[src/pkg/srapi_pkg.sv]
// shared constants and types of the serial real-time clock block
package srapi_pkg;

    // --------------------------------------------------------------
    // timing
    // --------------------------------------------------------------
    localparam int CLK_HZ = 10_000_000;
    localparam int OSC_HALT_US = 1000;
    localparam int OSC_HALT_CYC = OSC_HALT_US * (CLK_HZ / 1_000_000);
    localparam logic [15:0] PRESC_TOP = 16'h7FFF;
    localparam logic [15:0] PRESC_HALF = 16'h3FFF;
    localparam logic [6:0] DEV_ADDR = 7'h32;

    // --------------------------------------------------------------
    // register indices (avalon word address = index)
    // --------------------------------------------------------------
    localparam logic [3:0] R_SEC = 4'h0;
    localparam logic [3:0] R_MIN = 4'h1;
    localparam logic [3:0] R_HOUR = 4'h2;
    localparam logic [3:0] R_WDAY = 4'h3;
    localparam logic [3:0] R_DAY = 4'h4;
    localparam logic [3:0] R_MONTH = 4'h5;
    localparam logic [3:0] R_YEAR = 4'h6;
    localparam logic [3:0] R_ADJUST = 4'h7;
    localparam logic [3:0] R_WK_MIN = 4'h8;
    localparam logic [3:0] R_WK_HOUR = 4'h9;
    localparam logic [3:0] R_WK_DAYS = 4'hA;
    localparam logic [3:0] R_DY_MIN = 4'hB;
    localparam logic [3:0] R_DY_HOUR = 4'hC;
    localparam logic [3:0] R_RSVD = 4'hD;
    localparam logic [3:0] R_CTRL = 4'hE;
    localparam logic [3:0] R_FLAGS = 4'hF;

    // --------------------------------------------------------------
    // field positions
    // --------------------------------------------------------------
    localparam int B_CENTURY = 7;
    localparam int B_PM = 5;
    localparam int B_ADJ_SIGN = 6;
    localparam int B_WK_EN = 7;
    localparam int B_DY_EN = 6;
    localparam int B_MODE24 = 5;
    localparam int B_KHZ_OFF = 4;
    localparam int B_VDET_SEL = 3;
    localparam int B_F_VDET = 7;
    localparam int B_F_OSCHALT = 6;
    localparam int B_F_WK = 5;
    localparam int B_F_DY = 4;
    localparam int B_F_PER = 2;

    // periodic select codes in ctrl[2:0]
    localparam logic [2:0] PER_HALF_SEC = 3'h1;
    localparam logic [2:0] PER_SEC = 3'h2;
    localparam logic [2:0] PER_MIN = 3'h3;
    localparam logic [2:0] PER_HOUR = 3'h4;
    localparam logic [2:0] PER_DAY = 3'h5;
    localparam logic [2:0] PER_MONTH = 3'h6;

    // --------------------------------------------------------------
    // reset values
    // --------------------------------------------------------------
    localparam logic [7:0] RST_DAY = 8'h01;
    localparam logic [7:0] RST_MONTH = 8'h01;
    localparam logic [7:0] RST_CTRL = 8'h20;
    localparam logic [7:0] RST_FLAGS = 8'h40;

    typedef enum logic [2:0] {I2C_IDLE, I2C_ADDR, I2C_WORD, I2C_DATA, I2C_READ} srapi_i2c_e;

    typedef struct packed {
        logic [15:0][7:0] regs;
        logic [15:0] presc;
        logic [15:0] osc_cnt;
        logic [2:0] xtal_sync;
        logic [2:0] scl_sync;
        logic [2:0] sda_sync;
        logic [1:0] vlo_sync;
        logic [1:0] vhi_sync;
        srapi_i2c_e i2c_st;
        logic [3:0] bitcnt;
        logic ack_ph;
        logic nack;
        logic [7:0] shreg;
        logic [3:0] ptr;
        logic sda_oe;
        logic khz_oe;
        logic av_ack;
        logic [31:0] av_rdata;
    } srapi_state_s;

endpackage

[src/core/srapi_core.sv]
// real-time clock core: calendar, alarms, periodic irq, two-wire target, avalon slave
//
// Implementation choices: the Avalon-MM register port and the address map.
`timescale 1ns/1ps
`default_nettype none

module srapi_core #(
    parameter int OSC_HALT_CYCLES = srapi_pkg::OSC_HALT_CYC,
    parameter logic [15:0] PRESC_TOP = srapi_pkg::PRESC_TOP,
    parameter logic [6:0] I2C_ADDR = srapi_pkg::DEV_ADDR
) (
    input wire logic i_clk,
    input wire logic i_reset,
    input wire logic i_xtal,
    input wire logic i_vdet_low,
    input wire logic i_vdet_high,
    input wire logic i_scl,
    input wire logic i_sda,
    output logic o_sda_out,
    output logic o_sda_oe,
    output logic o_periodic_irq_out_oe,
    output logic o_weekly_alarm_irq_out_oe,
    output logic o_daily_alarm_irq_out_oe,
    output logic o_khz_clock_out_oe,
    input wire logic [3:0] i_avs_address,
    input wire logic i_avs_read,
    input wire logic i_avs_write,
    input wire logic [31:0] i_avs_writedata,
    output logic [31:0] o_avs_readdata,
    output logic o_avs_waitrequest
);
    localparam int B_PM_L = srapi_pkg::B_PM;

    // --------------------------------------------------------------
    // bcd helpers
    // --------------------------------------------------------------

    // increment a two-digit bcd value
    function automatic logic [7:0] bcd_inc(input logic [7:0] v);
        logic [7:0] r;
        r = v;
        if (v[3:0] == 4'h9) begin
            r = {v[7:4] + 4'h1, 4'h0};
        end else begin
            r = {v[7:4], v[3:0] + 4'h1};
        end
        return r;
    endfunction

    // last day of a month; february gets 29 in years divisible by four
    function automatic logic [7:0] last_day(input logic [4:0] mon, input logic [7:0] yr);
        logic leap;
        logic [7:0] d;
        leap = yr[4] ? (yr[3:0] == 4'h2 || yr[3:0] == 4'h6)
                     : (yr[3:0] == 4'h0 || yr[3:0] == 4'h4 || yr[3:0] == 4'h8);
        d = 8'h31;
        if (mon == 5'h02) begin
            d = leap ? 8'h29 : 8'h28;
        end else if (mon == 5'h04 || mon == 5'h06 || mon == 5'h09 || mon == 5'h11) begin
            d = 8'h30;
        end
        return d;
    endfunction

    // one hour step; top bit of the result flags the day rollover
    function automatic logic [8:0] hour_step(input logic [7:0] h, input logic mode24);
        logic [8:0] r;
        r = {1'b0, bcd_inc(h)};
        if (mode24) begin
            if (h == 8'h23) begin
                r = {1'b1, 8'h00};
            end
        end else begin
            // 12-hour: 12 follows 11 with am/pm swap, 01 follows 12
            if (h[4:0] == 5'h11) begin
                r = {h[B_PM_L], 8'h12 | {2'b00, ~h[B_PM_L], 5'h00}};
            end else if (h[4:0] == 5'h12) begin
                r = {1'b0, 2'b00, h[B_PM_L], 5'h01};
            end else begin
                r = {1'b0, 2'b00, h[B_PM_L], 5'(bcd_inc({3'b000, h[4:0]}))};
            end
        end
        return r;
    endfunction

    srapi_pkg::srapi_state_s st;
    srapi_pkg::srapi_state_s next_st;

    // --------------------------------------------------------------
    // next-state logic
    // --------------------------------------------------------------
    always_comb begin
        logic [15:0][7:0] r;
        logic xtal_rise;
        logic scl_rise;
        logic scl_fall;
        logic sda_lvl;
        logic start_c;
        logic stop_c;
        logic half_tick;
        logic sec_tick;
        logic min_tick;
        logic hour_tick;
        logic day_tick;
        logic month_tick;
        logic [15:0] top;
        logic [8:0] hs;
        logic [7:0] ctrl;
        logic [7:0] set_f;
        logic i2c_we;
        logic [3:0] i2c_idx;
        logic [7:0] i2c_data;
        logic av_we;
        logic [7:0] wdata;
        logic hit;
        next_st = st;
        r = st.regs;
        ctrl = st.regs[srapi_pkg::R_CTRL];
        half_tick = 1'b0;
        sec_tick = 1'b0;
        min_tick = 1'b0;
        hour_tick = 1'b0;
        day_tick = 1'b0;
        month_tick = 1'b0;
        set_f = 8'h00;
        i2c_we = 1'b0;
        i2c_idx = 4'h0;
        i2c_data = 8'h00;
        hs = 9'h000;
        wdata = 8'h00;
        hit = 1'b0;

        // synchronisers; stage 0 feeds stage 1 only
        next_st.xtal_sync = {st.xtal_sync[1:0], i_xtal};
        next_st.scl_sync = {st.scl_sync[1:0], i_scl};
        next_st.sda_sync = {st.sda_sync[1:0], i_sda};
        next_st.vlo_sync = {st.vlo_sync[0], i_vdet_low};
        next_st.vhi_sync = {st.vhi_sync[0], i_vdet_high};
        xtal_rise = st.xtal_sync[1] & ~st.xtal_sync[2];
        scl_rise = st.scl_sync[1] & ~st.scl_sync[2];
        scl_fall = ~st.scl_sync[1] & st.scl_sync[2];
        sda_lvl = st.sda_sync[1];
        start_c = st.scl_sync[1] & st.scl_sync[2] & ~st.sda_sync[1] & st.sda_sync[2];
        stop_c = st.scl_sync[1] & st.scl_sync[2] & st.sda_sync[1] & ~st.sda_sync[2];

        // clock output follows the crystal unless switched off
        next_st.khz_oe = ~ctrl[srapi_pkg::B_KHZ_OFF] & ~st.xtal_sync[1];

        // -------- prescaler with frequency correction --------
        // the correction is applied once every ten seconds by stretching or
        // shortening that second by the programmed number of crystal ticks
        top = PRESC_TOP;
        if (r[srapi_pkg::R_SEC][3:0] == 4'h0) begin
            if (r[srapi_pkg::R_ADJUST][srapi_pkg::B_ADJ_SIGN]) begin
                top = PRESC_TOP + {10'h000, r[srapi_pkg::R_ADJUST][5:0]};
            end else begin
                top = PRESC_TOP - {10'h000, r[srapi_pkg::R_ADJUST][5:0]};
            end
        end
        if (xtal_rise) begin
            if (st.presc >= top) begin
                next_st.presc = 16'h0000;
                sec_tick = 1'b1;
            end else begin
                next_st.presc = st.presc + 16'h0001;
                half_tick = (st.presc == (PRESC_TOP >> 1));
            end
        end

        // -------- oscillator stoppage watch --------
        if (xtal_rise) begin
            next_st.osc_cnt = 16'h0000;
        end else if (st.osc_cnt != 16'(OSC_HALT_CYCLES)) begin
            next_st.osc_cnt = st.osc_cnt + 16'h0001;
        end
        if (st.osc_cnt == 16'(OSC_HALT_CYCLES - 1)) begin
            set_f[srapi_pkg::B_F_OSCHALT] = 1'b1;
        end

        // -------- bcd time and calendar chain --------
        if (sec_tick) begin
            if (r[srapi_pkg::R_SEC] == 8'h59) begin
                r[srapi_pkg::R_SEC] = 8'h00;
                min_tick = 1'b1;
                if (r[srapi_pkg::R_MIN] == 8'h59) begin
                    r[srapi_pkg::R_MIN] = 8'h00;
                    hour_tick = 1'b1;
                    hs = hour_step(r[srapi_pkg::R_HOUR], ctrl[srapi_pkg::B_MODE24]);
                    r[srapi_pkg::R_HOUR] = hs[7:0];
                    day_tick = hs[8];
                end else begin
                    r[srapi_pkg::R_MIN] = bcd_inc(r[srapi_pkg::R_MIN]);
                end
            end else begin
                r[srapi_pkg::R_SEC] = bcd_inc(r[srapi_pkg::R_SEC]);
            end
        end
        if (day_tick) begin
            r[srapi_pkg::R_WDAY] = (r[srapi_pkg::R_WDAY][2:0] == 3'h6) ? 8'h00
                                 : r[srapi_pkg::R_WDAY] + 8'h01;
            if (r[srapi_pkg::R_DAY] == last_day(r[srapi_pkg::R_MONTH][4:0],
                                               r[srapi_pkg::R_YEAR])) begin
                r[srapi_pkg::R_DAY] = 8'h01;
                month_tick = 1'b1;
            end else begin
                r[srapi_pkg::R_DAY] = bcd_inc(r[srapi_pkg::R_DAY]);
            end
        end
        if (month_tick) begin
            if (r[srapi_pkg::R_MONTH][4:0] == 5'h12) begin
                r[srapi_pkg::R_MONTH][4:0] = 5'h01;
                if (r[srapi_pkg::R_YEAR] == 8'h99) begin
                    r[srapi_pkg::R_YEAR] = 8'h00;
                    r[srapi_pkg::R_MONTH][srapi_pkg::B_CENTURY] =
                        ~r[srapi_pkg::R_MONTH][srapi_pkg::B_CENTURY];
                end else begin
                    r[srapi_pkg::R_YEAR] = bcd_inc(r[srapi_pkg::R_YEAR]);
                end
            end else begin
                r[srapi_pkg::R_MONTH][4:0] = 5'(bcd_inc({3'b000, r[srapi_pkg::R_MONTH][4:0]}));
            end
        end

        // -------- alarms, checked on the new minute --------
        if (min_tick && ctrl[srapi_pkg::B_WK_EN]
                && r[srapi_pkg::R_WK_MIN] == r[srapi_pkg::R_MIN]
                && r[srapi_pkg::R_WK_HOUR] == r[srapi_pkg::R_HOUR]
                && r[srapi_pkg::R_WK_DAYS][r[srapi_pkg::R_WDAY][2:0]]) begin
            set_f[srapi_pkg::B_F_WK] = 1'b1;
        end
        if (min_tick && ctrl[srapi_pkg::B_DY_EN]
                && r[srapi_pkg::R_DY_MIN] == r[srapi_pkg::R_MIN]
                && r[srapi_pkg::R_DY_HOUR] == r[srapi_pkg::R_HOUR]) begin
            set_f[srapi_pkg::B_F_DY] = 1'b1;
        end

        // -------- periodic interrupt source --------
        case (ctrl[2:0])
            srapi_pkg::PER_HALF_SEC: set_f[srapi_pkg::B_F_PER] = half_tick | sec_tick;
            srapi_pkg::PER_SEC: set_f[srapi_pkg::B_F_PER] = sec_tick;
            srapi_pkg::PER_MIN: set_f[srapi_pkg::B_F_PER] = min_tick;
            srapi_pkg::PER_HOUR: set_f[srapi_pkg::B_F_PER] = hour_tick;
            srapi_pkg::PER_DAY: set_f[srapi_pkg::B_F_PER] = day_tick;
            srapi_pkg::PER_MONTH: set_f[srapi_pkg::B_F_PER] = month_tick;
            default: set_f[srapi_pkg::B_F_PER] = 1'b0;
        endcase

        // -------- supply drop record --------
        // the comparator is asynchronous, hence the two-stage sampling
        if (ctrl[srapi_pkg::B_VDET_SEL] ? st.vhi_sync[1] : st.vlo_sync[1]) begin
            set_f[srapi_pkg::B_F_VDET] = 1'b1;
        end

        // -------- two-wire target --------
        // bits are taken on rising scl and changed on falling scl
        if (start_c) begin
            next_st.i2c_st = srapi_pkg::I2C_ADDR;
            next_st.bitcnt = 4'h0;
            next_st.ack_ph = 1'b0;
            next_st.sda_oe = 1'b0;
        end else if (stop_c) begin
            next_st.i2c_st = srapi_pkg::I2C_IDLE;
            next_st.sda_oe = 1'b0;
        end else if (st.i2c_st != srapi_pkg::I2C_IDLE) begin
            if (scl_rise) begin
                if (st.ack_ph) begin
                    next_st.nack = sda_lvl;
                end else begin
                    next_st.shreg = {st.shreg[6:0], sda_lvl};
                    next_st.bitcnt = st.bitcnt + 4'h1;
                end
            end else if (scl_fall) begin
                if (st.ack_ph) begin
                    next_st.ack_ph = 1'b0;
                    next_st.sda_oe = 1'b0;
                    if (st.i2c_st == srapi_pkg::I2C_READ) begin
                        if (st.nack) begin
                            next_st.i2c_st = srapi_pkg::I2C_IDLE;
                        end else begin
                            next_st.shreg = st.regs[st.ptr];
                            next_st.sda_oe = ~st.regs[st.ptr][7];
                            next_st.ptr = st.ptr + 4'h1;
                        end
                    end
                end else if (st.bitcnt == 4'h8) begin
                    next_st.bitcnt = 4'h0;
                    next_st.ack_ph = 1'b1;
                    next_st.sda_oe = 1'b1;
                    unique case (st.i2c_st)
                        srapi_pkg::I2C_IDLE: next_st.sda_oe = 1'b0;
                        srapi_pkg::I2C_ADDR: begin
                            if (st.shreg[7:1] == I2C_ADDR) begin
                                next_st.i2c_st = st.shreg[0] ? srapi_pkg::I2C_READ
                                                             : srapi_pkg::I2C_WORD;
                            end else begin
                                next_st.i2c_st = srapi_pkg::I2C_IDLE;
                                next_st.sda_oe = 1'b0;
                            end
                        end
                        srapi_pkg::I2C_WORD: begin
                            next_st.ptr = st.shreg[3:0];
                            next_st.i2c_st = srapi_pkg::I2C_DATA;
                        end
                        srapi_pkg::I2C_DATA: begin
                            i2c_we = 1'b1;
                            i2c_idx = st.ptr;
                            i2c_data = st.shreg;
                            next_st.ptr = st.ptr + 4'h1;
                        end
                        srapi_pkg::I2C_READ: next_st.sda_oe = 1'b0;
                    endcase
                end else if (st.i2c_st == srapi_pkg::I2C_READ) begin
                    next_st.sda_oe = ~st.shreg[7];
                end
            end
        end

        // -------- avalon slave: one wait state on every access --------
        next_st.av_ack = (i_avs_read | i_avs_write) & ~st.av_ack;
        if ((i_avs_read | i_avs_write) && !st.av_ack) begin
            next_st.av_rdata = {24'h000000, st.regs[i_avs_address]};
        end
        av_we = i_avs_write & st.av_ack;

        // -------- register writes; avalon wins a same-register clash --------
        for (int i = 0; i < 16; i++) begin
            hit = 1'b0;
            wdata = 8'h00;
            if (av_we && i_avs_address == 4'(i)) begin
                hit = 1'b1;
                wdata = i_avs_writedata[7:0];
            end else if (i2c_we && i2c_idx == 4'(i)) begin
                hit = 1'b1;
                wdata = i2c_data;
            end
            if (4'(i) == srapi_pkg::R_FLAGS) begin
                // writing zero clears a flag, a new event in that cycle still sets it
                if (hit) begin
                    r[i] = r[i] & wdata;
                end
                r[i] = r[i] | set_f;
            end else if (hit && 4'(i) != srapi_pkg::R_RSVD) begin
                r[i] = wdata;
                if (4'(i) == srapi_pkg::R_SEC) begin
                    next_st.presc = 16'h0000; // a fresh second starts on a seconds write
                end
            end
        end
        next_st.regs = r;
    end

    // --------------------------------------------------------------
    // state register
    // --------------------------------------------------------------
    always_ff @(posedge i_clk or posedge i_reset) begin
        if (i_reset) begin
            st <= '0; // interrupt flag bits clear so every interrupt pin is released
            st.scl_sync <= 3'h7; // idle-high lines, so no false edge after reset
            st.sda_sync <= 3'h7;
            st.regs[srapi_pkg::R_DAY] <= srapi_pkg::RST_DAY;
            st.regs[srapi_pkg::R_MONTH] <= srapi_pkg::RST_MONTH;
            st.regs[srapi_pkg::R_CTRL] <= srapi_pkg::RST_CTRL; // clock output on
            st.regs[srapi_pkg::R_FLAGS] <= srapi_pkg::RST_FLAGS; // time unknown
        end else begin
            st <= next_st;
        end
    end

    // --------------------------------------------------------------
    // outputs; open-drain pins pull low while their enable is high
    // --------------------------------------------------------------
    assign o_sda_out = 1'b0;
    assign o_sda_oe = st.sda_oe;
    assign o_periodic_irq_out_oe = st.regs[srapi_pkg::R_FLAGS][srapi_pkg::B_F_PER];
    assign o_weekly_alarm_irq_out_oe = st.regs[srapi_pkg::R_FLAGS][srapi_pkg::B_F_WK];
    assign o_daily_alarm_irq_out_oe = st.regs[srapi_pkg::R_FLAGS][srapi_pkg::B_F_DY];
    assign o_khz_clock_out_oe = st.khz_oe;
    assign o_avs_readdata = st.av_rdata;
    assign o_avs_waitrequest = (i_avs_read | i_avs_write) & ~st.av_ack;

endmodule

`default_nettype wire

[config.mk]
export PLATFORM = sky130hd
export DESIGN_NAME = srapi_core
export DESIGN_NICKNAME = d
export VERILOG_FILES = /design/src/pkg/srapi_pkg.sv /design/src/core/srapi_core.sv
export SDC_FILE = /design/constraint.sdc
export NUM_CORES = 1
export LEC_CHECK = 0
export BUFFER_PORTS_ARGS = -buffer_cell sky130_fd_sc_hd__buf_2
export CAP_MARGIN = 20
export CORE_AREA = 4 4 195 197
export DETAILED_ROUTE_END_ITERATION = 10
export DIE_AREA = 0 0 199 201
export GPL_TIMING_DRIVEN = 0
export PLACE_DENSITY_LB_ADDON = 0.1
export SYNTH_ARGS = -nofsm -noshare
export SYNTH_HDL_FRONTEND = slang
export SYNTH_SLANG_ARGS = --single-unit
[constraint.sdc]
create_clock -name i_clk -period 5.25 [get_ports i_clk]
set_input_delay 0.2625 -clock i_clk [delete_from_list [all_inputs] [get_ports i_clk]]
set_output_delay 0.2625 -clock i_clk [all_outputs]
set_load 0.02 [all_outputs]
# == After elaboration in Yosys (flattened, before gate mapping) ==
# Cells that the tools add are included.
# op_classes
addsub,20
mul,0
div_mod_pow,0
order_cmp,4
eq_ne,83
shift,0
muxes,196
n_bitwise,30
n_reduce_logical,92
# ops
operator,n
8-bit two-way mux,66
16-bit two-way mux,9
13-bit two-way mux,8
"4-bit == test, second input constant",22
1-bit two-way mux,71
8-bit binary-select mux with 4-bit select,2
"4-bit by 1-bit adder with 4-bit output, second input constant",13
4-bit two-way mux,12
9-bit two-way mux,5
"4-bit by 3-bit == test with 1-bit output, second input constant",10
8-bit == test,5
5-bit two-way mux,8
1-bit logical AND,38
"16-bit by 1-bit adder with 16-bit output, second input constant",2
"16-bit by 14-bit == test with 1-bit output, second input constant",2
2-bit nonzero test,15
3-bit nonzero test,10
24-bit two-way mux,1
22-bit two-way mux,1
3-bit two-way mux,7
"4-bit by 2-bit == test with 1-bit output, second input constant",5
"5-bit == test, second input constant",4
18-bit two-way mux,1
"15-bit by 6-bit adder with 16-bit output, first input constant",1
53 further kinds,107
# totals
regBits,197
latch_bits,0
ram_bits,0
rom_bits,0
inputBits,45
memories,0

# == Longest topological paths before layout ==
# Gate-level depths: netlist (run 1).
# logic_depth
depth_word,17
depth_mapped,18

# == Worst setup path after synthesis (run 1) ==
# No wires, ideal clock.
# synth_path
kind,register to register
start,reg st[103] in the netlist's numbering
end,reg st (netlist bit o_weekly_alarm_irq_out_oe)
setup_time_ps,92
t_arrival_ps,4118
t_required_ps,5158
path_slack_ps,1040
stages_incl_launch_ff,18
n_path_buf,2
period_less_slack_ps,4210
path_cell_list,dfrtp_1 clkbuf_1 nor2_1 and2_1 nand2_1 a21oi_1 inv_1 ha_1 nand4_2 or3_1 o31a_1 buf_6 a311oi_2 xnor2_1 nor4b_1 a2111o_1 or4_1 o31ai_2
# synth_rtl
item,line,source
"start, declared",srapi_core.sv:86,srapi_pkg::srapi_state_s st;
"start signal, assigned",srapi_core.sv:365,st <= next_st;

==> summary.md, run 1 <==
| Metric | Value |
|---|---|
| Status | `finished, final reports clean` |
| IR Drop Worst-Case VDD | `0.2449 mV` |
| Average routed wire per standard cell | `26.15 um` |
| Crit path capture type | `flip-flop` |
| Drt total wl | `59420 um` |
| Pin count of the biggest net entering global routing | `41` |
| Tot GR Track Use | `29.75%` |
| CTS H-tree depth | `4` |
| Most instantiated flip-flop cell in the synthesis netlist | `dfrtp_1` |
| Grt ovf | `0` |
| Number of setup buffers added after CTS | `0` |
| Number of standard cells in the final layout excluding fillers | `2272` |
| Unrepaired setup endpoints after global routing | `yes` |
| Slew Limit Headroom | `29.11%` |
| Master of the slowest instance on the critical path | `nor3_2` |
| Sequential fraction of the synthesis area | `33.41%` |
| Skew-Pair Late Insertion Delay | `0.48 ns` |
| Post-Synth Simple-Gate Area | `20.11%` |
| Cell Rows | `70` |
| Power density over the cells | `329.7 nW/um2` |
| WHS Path Cells | `3` |
| Max Clock Freq | `201.0 MHz` |
| Die area | `40000 um2` |
| Routability-driven placement congestion ratio | `1.058` |
| Fraction of synthesis flops using an asynchronous set or reset pin | `100.0%` |
| Worst hold slack | `0.1990 ns` |
| Register bit count reported by yosys | `197` |
| Min cycle time layout | `4.976 ns` |
| Instance area after placement | `15790 um2` |
| Crit path largest cell delay | `0.84 ns` |
| Number of nets with antenna violations after routing | `0` |
| Summed negative setup slack over all endpoints | `0 ns` |
| Number of top-level design ports | `84` |
| Number of clock buffers inserted by TritonCTS | `17` |
| Part of the cycle the worst path needs | `94.78%` |
| Number of global-route vias before repair | `13490` |
| Antenna violations before repair | `0` |
| Number of enable-type register cells in the synthesized netlist | `0` |
| Average instance area after synthesis | `8.708 um2` |
| CTS tree | `yes` |
| Mux cell area share after synthesis | `14.57%` |
| Max capacitance violation total | `0` |
| Max Fanout on Critical Path | `10` |
| Post-route total power | `5.448 mW` |
| Worst slack after detailed placement | `0.03538 ns` |
| Growth of design area from synthesis to finish | `11.70%` |
| Width of the die | `199 um` |
| Data required time at the worst endpoint | `5.63 ns` |
| Layout cell share with drive strength beyond 1 | `12.59%` |
| Share of synthesized cell area in full adder, half adder and majority cells | `3.975%` |
| Actual slew at the worst max-slew pin | `1.058 ns` |
| Cell area after layout | `16520 um2` |
| Crit-path cells | `clkbuf_1 > nor2_1 > and2_1 > nand2_1 > a21oi_1 > inv_1 > ha_1 > nand4_2 > nor3_1 > nor3_2 > a311oi_1 > o21ai_0 > xnor2_1 > o2111ai_1 > or4_1 > o31ai_2` |
| Compound-cell area share of the yosys netlist | `18.83%` |
| Clk_skew | `0.01317 ns` |
| FF-to-FF path depth | `16` |
| Final number of max-transition violations | `0` |
| Residual DRC count | `0` |
| Number of DRC markers after the initial detailed-route iteration | `1444` |
| Number of vias in the routed layout | `13970` |
| Kind of critical path | `reg2reg` |
| Dominant combinational cell family by area after synthesis | `simple AND/OR/NAND/NOR gates` |
| Worst-case clock buffer depth | `2` |
| Number of sinks driven by the clock tree | `197` |
| Final hold viol count | `0` |
| Worst reg-to-reg setup slack | `0.27 ns` |
| Count of buffers from port buffering | `32` |
| Effective utilization at floorplan | `40.80%` |
| Placed insts | `2233` |
| Fraction of the core area covered by cells at the end of the flow | `45.57%` |
| Critical path startpoint category | `flip-flop` |
| Clock-pin transition on the worst setup and hold timing paths | `0.09 ns` |
| Area inside the core boundary | `36260 um2` |
| Mean number of vias per cell | `6.147` |
| Leak | `6.488 nW` |
| XOR/XNOR share of the synthesized area | `3.374%` |
| Number of instances in the synthesized netlist | `1699` |
| Final Net Count | `1882` |
| Root buffer selected by CTS | `clkbuf_16` |
| Yosys synthesis warning count | `0` |
| Classification of the worst-slack hold path | `in2reg` |
| Final worst-path setup slack | `0.2743 ns` |
| Post-synthesis cell area | `14790 um2` |
| FILL cells | `3603` |
| Arrival time of data at the critical path endpoint | `5.36 ns` |
| Number of detailed-routing iterations run before antenna repair | `7` |
| Wire length of the first global-routing pass | `89030 um` |
| Detailed-placement wirelength estimate | `45600 um` |
| Count of different cell masters after synthesis | `84` |
| Die H | `201 um` |
| Final setup viols | `0` |
==> sequential cells by signal (all words and copies together) (netlist names) <==
signal,cells
o_avs_readdata,8
o_periodic_irq_out_oe,1
next_st,8
o_khz_clock_out_oe,1
o_daily_alarm_irq_out_oe,1
o_weekly_alarm_irq_out_oe,1
o_sda_oe,1
st,176
==> repair_timing <==
action,4_1_cts,5_1_grt
gates resized for setup,0,10
hold buffers,6,0
endpoints found under the setup margin,0,8
endpoints found under the hold margin,33,0
==> final cells by class <==
| cell class | instances | area [um2] | area share, % |
|---|---|---|---|
| diodes | 1 | 2.502 | 0.01514 |
| plain buffers | 142 | 669.4 | 4.051 |
| clock buffers | 17 | 425.4 | 2.574 |
| clock inverters | 15 | 198.9 | 1.204 |
| inverters | 47 | 180.2 | 1.090 |
| multi-input cells | 1337 | 9156 | 55.41 |
| flip-flops and latches | 197 | 4942 | 29.91 |
| well taps | 468 | 585.6 | 3.544 |
| repair buffers | 48 | 364.1 | 2.203 |
==> kinds of logic (layout without fill, tap and decap cells) <==
group | count (synthesis) | count (layout)
other | 1 | 26
AO/OA/AOI/OAI | 448 | 448
multiplexers | 134 | 134
AND/OR/NAND/NOR | 626 | 626
buffers and inverters | 189 | 269
XOR/XNOR | 57 | 57
adder cells (fa/ha/maj) | 47 | 47
flip-flops | 197 | 197
==> routing by layer <==
layer | GRT usage (%) | part of all wire (%) | up-vias
met4 | 10.53 | 4.1 | 0
li1 | - | - | 6325
met1 | 41.34 | 42 | 6901
met5 | 0 | 0 | -
met3 | 6.730 | 8.9 | 116
met2 | 45.72 | 45 | 625
==> critical path, delay by kind of cell (launching register included) <==
kind,cells,cell delay [ns]
DFF,1,0.36
buffers and inverters,2,0.32
xor gates and xnor gates,1,0.20
and+or+nand+nor,7,2.10
AOI/OAI and AO/OA,5,1.59
adders and majority gates,1,0.32
==> final timing paths <==
kind | startpoint | end
worst min register to register | next_st[59] | st[59]
worst max register to register | st[103] | o_weekly_alarm_irq_out_oe
max in group asynchronous | i_reset | st[149]
worst min-delay path | i_avs_writedata[0] | st[141]
worst max-delay path | st[103] | o_weekly_alarm_irq_out_oe
min in group asynchronous | i_reset | st[173]
==> Yosys cell counts, types with 18 or more instances <==
| library cell | number | share of area [%] |
|---|---|---|
| mux4_2 | 64 | 9.7 |
| o21ai_0 | 152 | 5.1 |
| mux2i_1 | 59 | 4.0 |
| dfrtp_1 | 187 | 32 |
| clkbuf_1 | 88 | 2.2 |
| nand2_1 | 203 | 5.2 |
| buf_1 | 18 | 0.46 |
| xor2_1 | 36 | 2.1 |
| xnor2_1 | 21 | 1.2 |
| a21oi_1 | 139 | 4.7 |
| ha_1 | 47 | 4.0 |
| buf_4 | 33 | 1.7 |
| nand3_1 | 50 | 1.7 |
| inv_1 | 46 | 1.2 |
| nor3_1 | 31 | 1.0 |
| nor2_1 | 185 | 4.7 |
==> power breakdown <==
group,total (mW),switching [mW],internal [mW]
sequential,2.36,0.559,1.80
clock,1.41,0.757,0.655
combinational,1.67,0.933,0.740
==> placed cells by master, fill, tap and decap left out, types with 45 or more instances in the layout <==
| cell | Yosys | layout |
|---|---|---|
| a21oi_1 | 139 | 139 |
| clkbuf_1 | 88 | 86 |
| dfrtp_1 | 187 | 187 |
| ha_1 | 47 | 47 |
| inv_1 | 46 | 45 |
| mux2i_1 | 59 | 59 |
| mux4_2 | 64 | 64 |
| nand2_1 | 203 | 203 |
| nand3_1 | 50 | 50 |
| nor2_1 | 185 | 185 |
| o21ai_0 | 152 | 152 |
No activity file was read; power rests on OpenSTA's default activity.
==> run 2, diff against run 1 <==
--- a/config.mk
+++ b/config.mk
@@ -11,7 +11,7 @@
 export DETAILED_ROUTE_END_ITERATION = 10
 export DIE_AREA = 0 0 199 201
 export GPL_TIMING_DRIVEN = 0
-export PLACE_DENSITY_LB_ADDON = 0.1
+export PLACE_DENSITY_LB_ADDON = 0.05
 export SYNTH_ARGS = -nofsm -noshare
 export SYNTH_HDL_FRONTEND = slang
 export SYNTH_SLANG_ARGS = --single-unit
==> constraint.sdc (replaced) <==
create_clock -name i_clk -period 6.2 [get_ports i_clk]
set_input_delay 0.31 -clock i_clk [delete_from_list [all_inputs] [get_ports i_clk]]
set_output_delay 0.31 -clock i_clk [all_outputs]
set_load 0.02 [all_outputs]
==> run 2 against run 1 <==
  * Global-route usage shrank 0.18 points
  * Clock-buffer cell count rose by 1
  * First-iteration DRC count grew 14%
  * Register-to-register slack better by 0.31 ns
  * Largest cell class unchanged
==> summary.md, run 2 (synthesis gave the netlist of run 1 again) <==
| Metric | Value |
|---|---|
| Critical R2R Launch | `st[103]` |
| Final worst-path setup slack | `0.5813 ns (+0.3070 ns)` |
| Part of the cycle the worst path needs | `90.62% (-4.2 points)` |
| Max Clock Freq | `178.0 MHz (-11%)` |
| Area of the multi-input gates | `9111 um2 (-0.49%)` |
| Worst-case clock buffer depth | `2 (unchanged)` |
| CTS tree | `yes` |
| Drt total wl | `59520 um (+0.16%)` |
| Number of top-level design ports | `84 (unchanged)` |
| Die H | `201 um (unchanged)` |
| Pin count of the biggest net entering global routing | `77 (+88%)` |
| Average routed wire per standard cell | `26.27 um (+0.43%)` |
| Detailed-placement wirelength estimate | `45160 um (-0.96%)` |
| Wire length of the first global-routing pass | `87940 um (-1.2%)` |
| Post-CTS Resized | `0 (unchanged)` |
| CTS H-tree depth | `4 (unchanged)` |
| Layout cell share with drive strength beyond 1 | `12.01% (-0.58 points)` |
| Worst hold path endpoint | `st[141]` |
| Instance area after placement | `15730 um2 (-0.37%)` |
| Cell Rows | `70 (unchanged)` |
| Tot GR Track Use | `29.57% (-0.18 points)` |
| Status | `finished, final reports clean` |
| Count of buffers from port buffering | `32 (unchanged)` |
| Capturing point of the worst reg2reg path | `o_weekly_alarm_irq_out_oe` |
| Slew Limit Headroom | `23.58% (-5.5 points)` |
| Actual slew at the worst max-slew pin | `1.131 ns (+0.07387 ns)` |
| Commonest non-fill, non-tap cells in the layout | `nand2_1, dfrtp_1, nor2_1` |
| Arrival time of data at the critical path endpoint | `6.00 ns (+0.64 ns)` |
| Post-route total power | `4.619 mW (-15%)` |
| Number of detailed-routing iterations run before antenna repair | `6 (-1)` |
| Effective utilization at floorplan | `40.80% (unchanged)` |
| Reg with most FFs | `st` |
| Antenna violations before repair | `2 (+2)` |
| Width of the die | `199 um (unchanged)` |
| Area inside the core boundary | `36260 um2 (unchanged)` |
| FF-to-FF path depth | `16 (unchanged)` |
| Crit path capture type | `flip-flop` |
| Most common cell after layout, fill and taps aside | `nand2_1` |
| Number of DRC markers after the initial detailed-route iteration | `1651 (+14%)` |
| Classification of the worst-slack hold path | `in2reg` |
| IR Drop Worst-Case VDD | `0.2287 mV (-6.6%)` |
| Number of clock buffers inserted by TritonCTS | `17 (unchanged)` |
| Hold path start | `i_avs_writedata[0]` |
| CTS hold repair buffers | `6 (unchanged)` |
| Number of nets with antenna violations after routing | `0 (unchanged)` |
| Antenna diode count | `0 (-1)` |
| Max Fanout on Critical Path | `10 (unchanged)` |
| Final setup viols | `0 (unchanged)` |
| Min cycle time layout | `5.619 ns (+0.6430 ns)` |
| Skew-Pair Late Insertion Delay | `0.47 ns (about the same)` |
| Number of sinks driven by the clock tree | `197 (unchanged)` |
| Final Net Count | `1877 (-0.27%)` |
| Unrepaired setup endpoints after global routing | `no` |
| WHS Path Cells | `3 (unchanged)` |
| Grt ovf | `0 (unchanged)` |
| Root buffer selected by CTS | `clkbuf_16` |
| Data required time at the worst endpoint | `6.58 ns (+0.95 ns)` |
| Cell area after layout | `16400 um2 (-0.73%)` |
| Residual DRC count | `0 (unchanged)` |
| Growth of design area from synthesis to finish | `10.88%` |
| Worst reg-to-reg setup slack | `0.58 ns (+0.31 ns)` |
| Leak | `6.433 nW (-0.85%)` |
| Worst hold slack | `0.2447 ns (+0.04575 ns)` |
| Final hold viol count | `0 (unchanged)` |
| Critical path startpoint category | `flip-flop` |
| Kind of critical path | `reg2reg` |
| Clock-pin transition on the worst setup and hold timing paths | `0.08 ns (about the same)` |
| Number of global-route vias before repair | `13290 (-1.5%)` |
| Worst slack after detailed placement | `0.6417 ns (+0.6064 ns)` |
| Mean number of vias per cell | `6.185 (+0.61%)` |
| Final number of max-transition violations | `0 (unchanged)` |
| Number of vias in the routed layout | `14020 (+0.34%)` |
| FILL cells | `3655 (+1.4%)` |
| Register area | `4942 um2 (unchanged)` |
| Max capacitance violation total | `0 (unchanged)` |
| Die area | `40000 um2 (unchanged)` |
| Clk_skew | `0.01289 ns (-0.0002848 ns)` |
| Number of setup buffers added after CTS | `0 (unchanged)` |
| Power density over the cells | `281.6 nW/um2 (-15%)` |
| Summed negative setup slack over all endpoints | `0 ns (unchanged)` |
| Max reg flops | `176 (unchanged)` |
| Routability-driven placement congestion ratio | `1.035 (-2.2%)` |
run 2: cell count changes in the layout (fill, tap and decap cells not counted), sizes merged:
cell,previous run,this run
buf,94,90
diode,1,0
clkbuf,106,107
clkdlybuf4s18,1,0
clkinv,10,3
bufinv,0,3
clkinvlp,1,4
run 2: area by class of cell:
cell class	count	area share, %
inverter	47	1.121
clock buffer	18	2.677
timing repair buffer	43	1.838
clock inverter	14	1.060
sequential	197	30.13
buffer	142	4.065
tap	468	3.570
multi-input combinational	1337	55.54
run 2: critical path: stages (launching register included):
cell and delay, ns:
dfrtp_1 0.36, clkbuf_1 0.23, nor2_1 0.21, and2_1 0.17, nand2_1 0.11, a21oi_1 0.41
inv_1 0.09, ha_1 0.33, nand4_2 0.13, or3_1 0.43, o31ai_2 0.53, o31ai_1 0.22
clkbuf_1 0.36, o41ai_1 1.07, xor2_1 0.12, or4_1 0.52, o31ai_2 0.24
run 2: per-stage QoR:
stage / util, % / std cells
2_1_floorplan: - / 1723
5_1_grt: 45.24 / 2266
6_report: 45.24 / 2266
3_3_place_gp: 43.11 / 2223
4_1_cts: 45.24 / 2266
3_5_place_dp: 43.39 / 2228
run 2: worst max path at each step:
stage,start,endpoint,cells past startpoint
finish,st[103],o_weekly_alarm_irq_out_oe,16
global route,st[103],o_weekly_alarm_irq_out_oe,16
CTS,st[103],o_weekly_alarm_irq_out_oe,16
detailed placement,st[103],o_weekly_alarm_irq_out_oe,16
global placement,i_reset,st[155],2
floorplan,i_reset,next_st[57],1
run 2: layer usage:
metal | vias up | global-route usage, % | wire, um
li1 | 6315 | - | -
met1 | 6908 | 41.35 | 24980
met2 | 643 | 44.20 | 26300
met3 | 147 | 6.227 | 5202
met4 | 2 | 13.04 | 3019
met5 | - | 0 | 11
run 2: report_power, final:
part / switching [mW] / internal [mW]
combinational: 0.786 / 0.621
clock: 0.557 / 0.651
sequential: 0.476 / 1.53
total: 1.82 / 2.80
==> run 3, diff against run 2 <==
==> constraint.sdc (replaced) <==
create_clock -name i_clk -period 6.2 [get_ports i_clk]
set_input_delay 1.55 -clock i_clk [delete_from_list [all_inputs] [get_ports i_clk]]
set_output_delay 1.55 -clock i_clk [all_outputs]
set_load 0.02 [all_outputs]
==> run 3 against run 2 <==
  * Setup slack gained 0.34 ns
  * Register-to-register slack gained 0.34 ns
  * First-iteration DRC count down 11%
  * Wire length is 0.96% higher
  * Sequential power hardly changed
  * Flip-flop and latch count did not move
  * Largest power group unchanged
==> summary.md, run 3 (synthesis gave the netlist of run 1 again) <==
| Metric | Value |
|---|---|
| Status | `finished, final reports clean` |
| Summed negative setup slack over all endpoints | `0 ns (unchanged)` |
| Pin count of the biggest net entering global routing | `41 (-47%)` |
| Power density over the cells | `280.3 nW/um2 (-0.46%)` |
| Routability-driven placement congestion ratio | `1.050 (+1.5%)` |
| Antenna violations before repair | `3 (+1)` |
| Number of detailed-routing iterations run before antenna repair | `5 (-1)` |
| Count of buffers from port buffering | `32 (unchanged)` |
| Worst-case clock buffer depth | `2 (unchanged)` |
| Post-route total power | `4.593 mW (-0.58%)` |
| Grt ovf | `0 (unchanged)` |
| Sequential group share of total power | `43.8% (+0.4 points)` |
| Crit path capture type | `flip-flop` |
| Cell area after layout | `16380 um2 (-0.12%)` |
| Skew-Pair Late Insertion Delay | `0.47 ns (about the same)` |
| Crit path largest cell delay | `0.71 ns (-0.36 ns)` |
| Worst reg-to-reg setup slack | `0.93 ns (+0.34 ns)` |
| Max Fanout on Critical Path | `10 (unchanged)` |
| Number of vias in the routed layout | `14130 (+0.83%)` |
| Leak | `6.427 nW (about the same)` |
| Average routed wire per standard cell | `26.51 um (+0.91%)` |
| Sum of buffers and inverters on the critical path | `4 (+1)` |
| Cell type with the highest occurrence count on the critical path | `clkbuf_1` |
| Cell class contributing the biggest share of worst-path delay | `simple AND/OR/NAND/NOR gates` |
| Mean number of vias per cell | `6.233 (+0.78%)` |
| Unrepaired setup endpoints after global routing | `no` |
| Growth of design area from synthesis to finish | `10.75%` |
| Post-CTS Resized | `0 (unchanged)` |
| CTS tree | `yes` |
| Final Net Count | `1876 (-0.053%)` |
| Tot GR Track Use | `29.84% (+0.27 points)` |
| IR Drop Worst-Case VDD | `0.2066 mV (-9.7%)` |
| Die area | `40000 um2 (unchanged)` |
| Critical path startpoint category | `flip-flop` |
| Area inside the core boundary | `36260 um2 (unchanged)` |
| Die H | `201 um (unchanged)` |
| Number of DRC markers after the initial detailed-route iteration | `1471 (-11%)` |
| Clock network fraction of design power | `25.5% (-0.6 points)` |
| Internal power contribution | `2.726 mW (-2.6%)` |
| Number of nets with antenna violations after routing | `0 (unchanged)` |
| Clock-pin transition on the worst setup and hold timing paths | `0.08 ns (about the same)` |
| Slew Limit Headroom | `24.42% (+0.84 points)` |
| Number of top-level design ports | `84 (unchanged)` |
| Crit-path cells | `clkbuf_1 > nor2_1 > and2_1 > nand2_1 > a21oi_1 > inv_1 > ha_1 > nand4_2 > or3_1 > o31a_1 > buf_6 > a311oi_2 > clkbuf_1 > nand3_1 > nor3_1 > o21ai_0 > a31oi_1 > mux2_2` |
| Number of sinks driven by the clock tree | `197 (unchanged)` |
| Width of the die | `199 um (unchanged)` |
| Switching Power | `1.867 mW (+2.6%)` |
| Drt total wl | `60090 um (+0.96%)` |
| Layout cell share with drive strength beyond 1 | `12.24% (+0.23 points)` |
| Min cycle time layout | `5.275 ns (-0.3440 ns)` |
| Met3 usage in global routing | `5.673% (-0.55 points)` |
| Commonest non-fill, non-tap cells in the layout | `nand2_1, dfrtp_1, nor2_1` |
| Actual slew at the worst max-slew pin | `1.134 ns (+0.002226 ns)` |
| Data required time at the worst endpoint | `6.60 ns (+0.02 ns)` |
| Most common cell after layout, fill and taps aside | `nand2_1` |
| Final number of max-transition violations | `0 (unchanged)` |
| Kind of critical path | `reg2reg` |
| Logic pwr share | `30.7% (+0.2 points)` |
| Part of the cycle the worst path needs | `85.08% (-5.5 points)` |
| Global routing's busiest layer | `met2` |
| Met2 Track Usage GR | `45.45% (+1.3 points)` |
| Crit path from | `st[103]` |
| Wire length of the first global-routing pass | `88930 um (+1.1%)` |
| Sw Share | `40.64% (+1.2 points)` |
| Master of the slowest instance on the critical path | `clkbuf_1` |
| Max Clock Freq | `189.6 MHz (+6.5%)` |
| Met1 global-route usage | `42.25% (+0.90 points)` |
| Root buffer selected by CTS | `clkbuf_16` |
| Hold path start | `next_st[67]` |
| Number of global-route vias before repair | `13260 (-0.22%)` |
| Max capacitance violation total | `0 (unchanged)` |
| Classification of the worst-slack hold path | `reg2reg` |
| Max reg flops | `176 (unchanged)` |
| Effective utilization at floorplan | `40.80% (unchanged)` |
| Number of clock buffers inserted by TritonCTS | `17 (unchanged)` |
| Instance area after placement | `15790 um2 (+0.40%)` |
| Detailed-placement wirelength estimate | `45710 um (+1.2%)` |
| Clk_skew | `0.01783 ns (+0.004941 ns)` |
| Reg with most FFs | `st` |
| Final hold viol count | `0 (unchanged)` |
| Cell Rows | `70 (unchanged)` |
| Critical R2R Launch | `st[103]` |
| CTS H-tree depth | `4 (unchanged)` |
| Final setup viols | `0 (unchanged)` |
| CTS hold repair buffers | `0 (-6)` |
| Number of setup buffers added after CTS | `0 (unchanged)` |
| Arrival time of data at the critical path endpoint | `5.67 ns (-0.33 ns)` |
| Residual DRC count | `0 (unchanged)` |
==> run 3: cell types whose count changed in the layout (fill, tap and decap cells not counted), sizes merged <==
cell         delta
bufinv          -2
clkbuf          -1
diode           +2
inv             +4
buf             +5
dlygate4sd3     -6
clkinvlp        -1
==> run 3: power groups by stage <==
stage	Sequential, mW	Combinational [mW]	Clock (mW)
after global routing	2.02	1.54	1.24
after detailed placement	2.00	1.38	0
after global placement	2.00	1.35	0
final	2.01	1.41	1.17
after CTS	1.98	1.39	1.20
after floorplan	1.77	1.02	0
==> run 3: layout make-up <==
class | instances | area [um2]
multi-input combinational | 1337 | 9106
tap | 468 | 585.6
timing repair buffer | 42 | 312.8
fill | 3624 | 19880
clock inverter | 15 | 160.2
inverter | 47 | 180.2
buffer | 142 | 666.9
sequential | 197 | 4942
antenna | 2 | 5.005
clock buffer | 17 | 425.4
==> run 3: final timing paths <==
kind	to	cells past startpoint
hold reg to reg	next_st[68]	0
hold / removal	next_st[68]	0
min in group asynchronous	st[172]	2
setup reg to reg	st[132]	18
setup / recovery	st[132]	18
max in group asynchronous	st[133]	5
==> run 3: routing by layer <==
layer	wire length, um	share of wire [%]
met1	25340	42
met2	26980	45
met3	5233	8.7
met4	2531	4.2
met5	0	0
==> run 3: per-stage QoR <==
step	instances	hold WS, ns	util (%)	setup slack (ns)
2_1_floorplan	1723	0.3312	-	1.990
3_3_place_gp	2223	0.3317	43.12	0.5347
3_5_place_dp	2233	0.3371	43.56	0.9779
4_1_cts	2265	0.3593	45.17	0.9354
5_1_grt	2265	0.3639	45.17	0.5554
6_report	2267	0.3571	45.19	0.9252
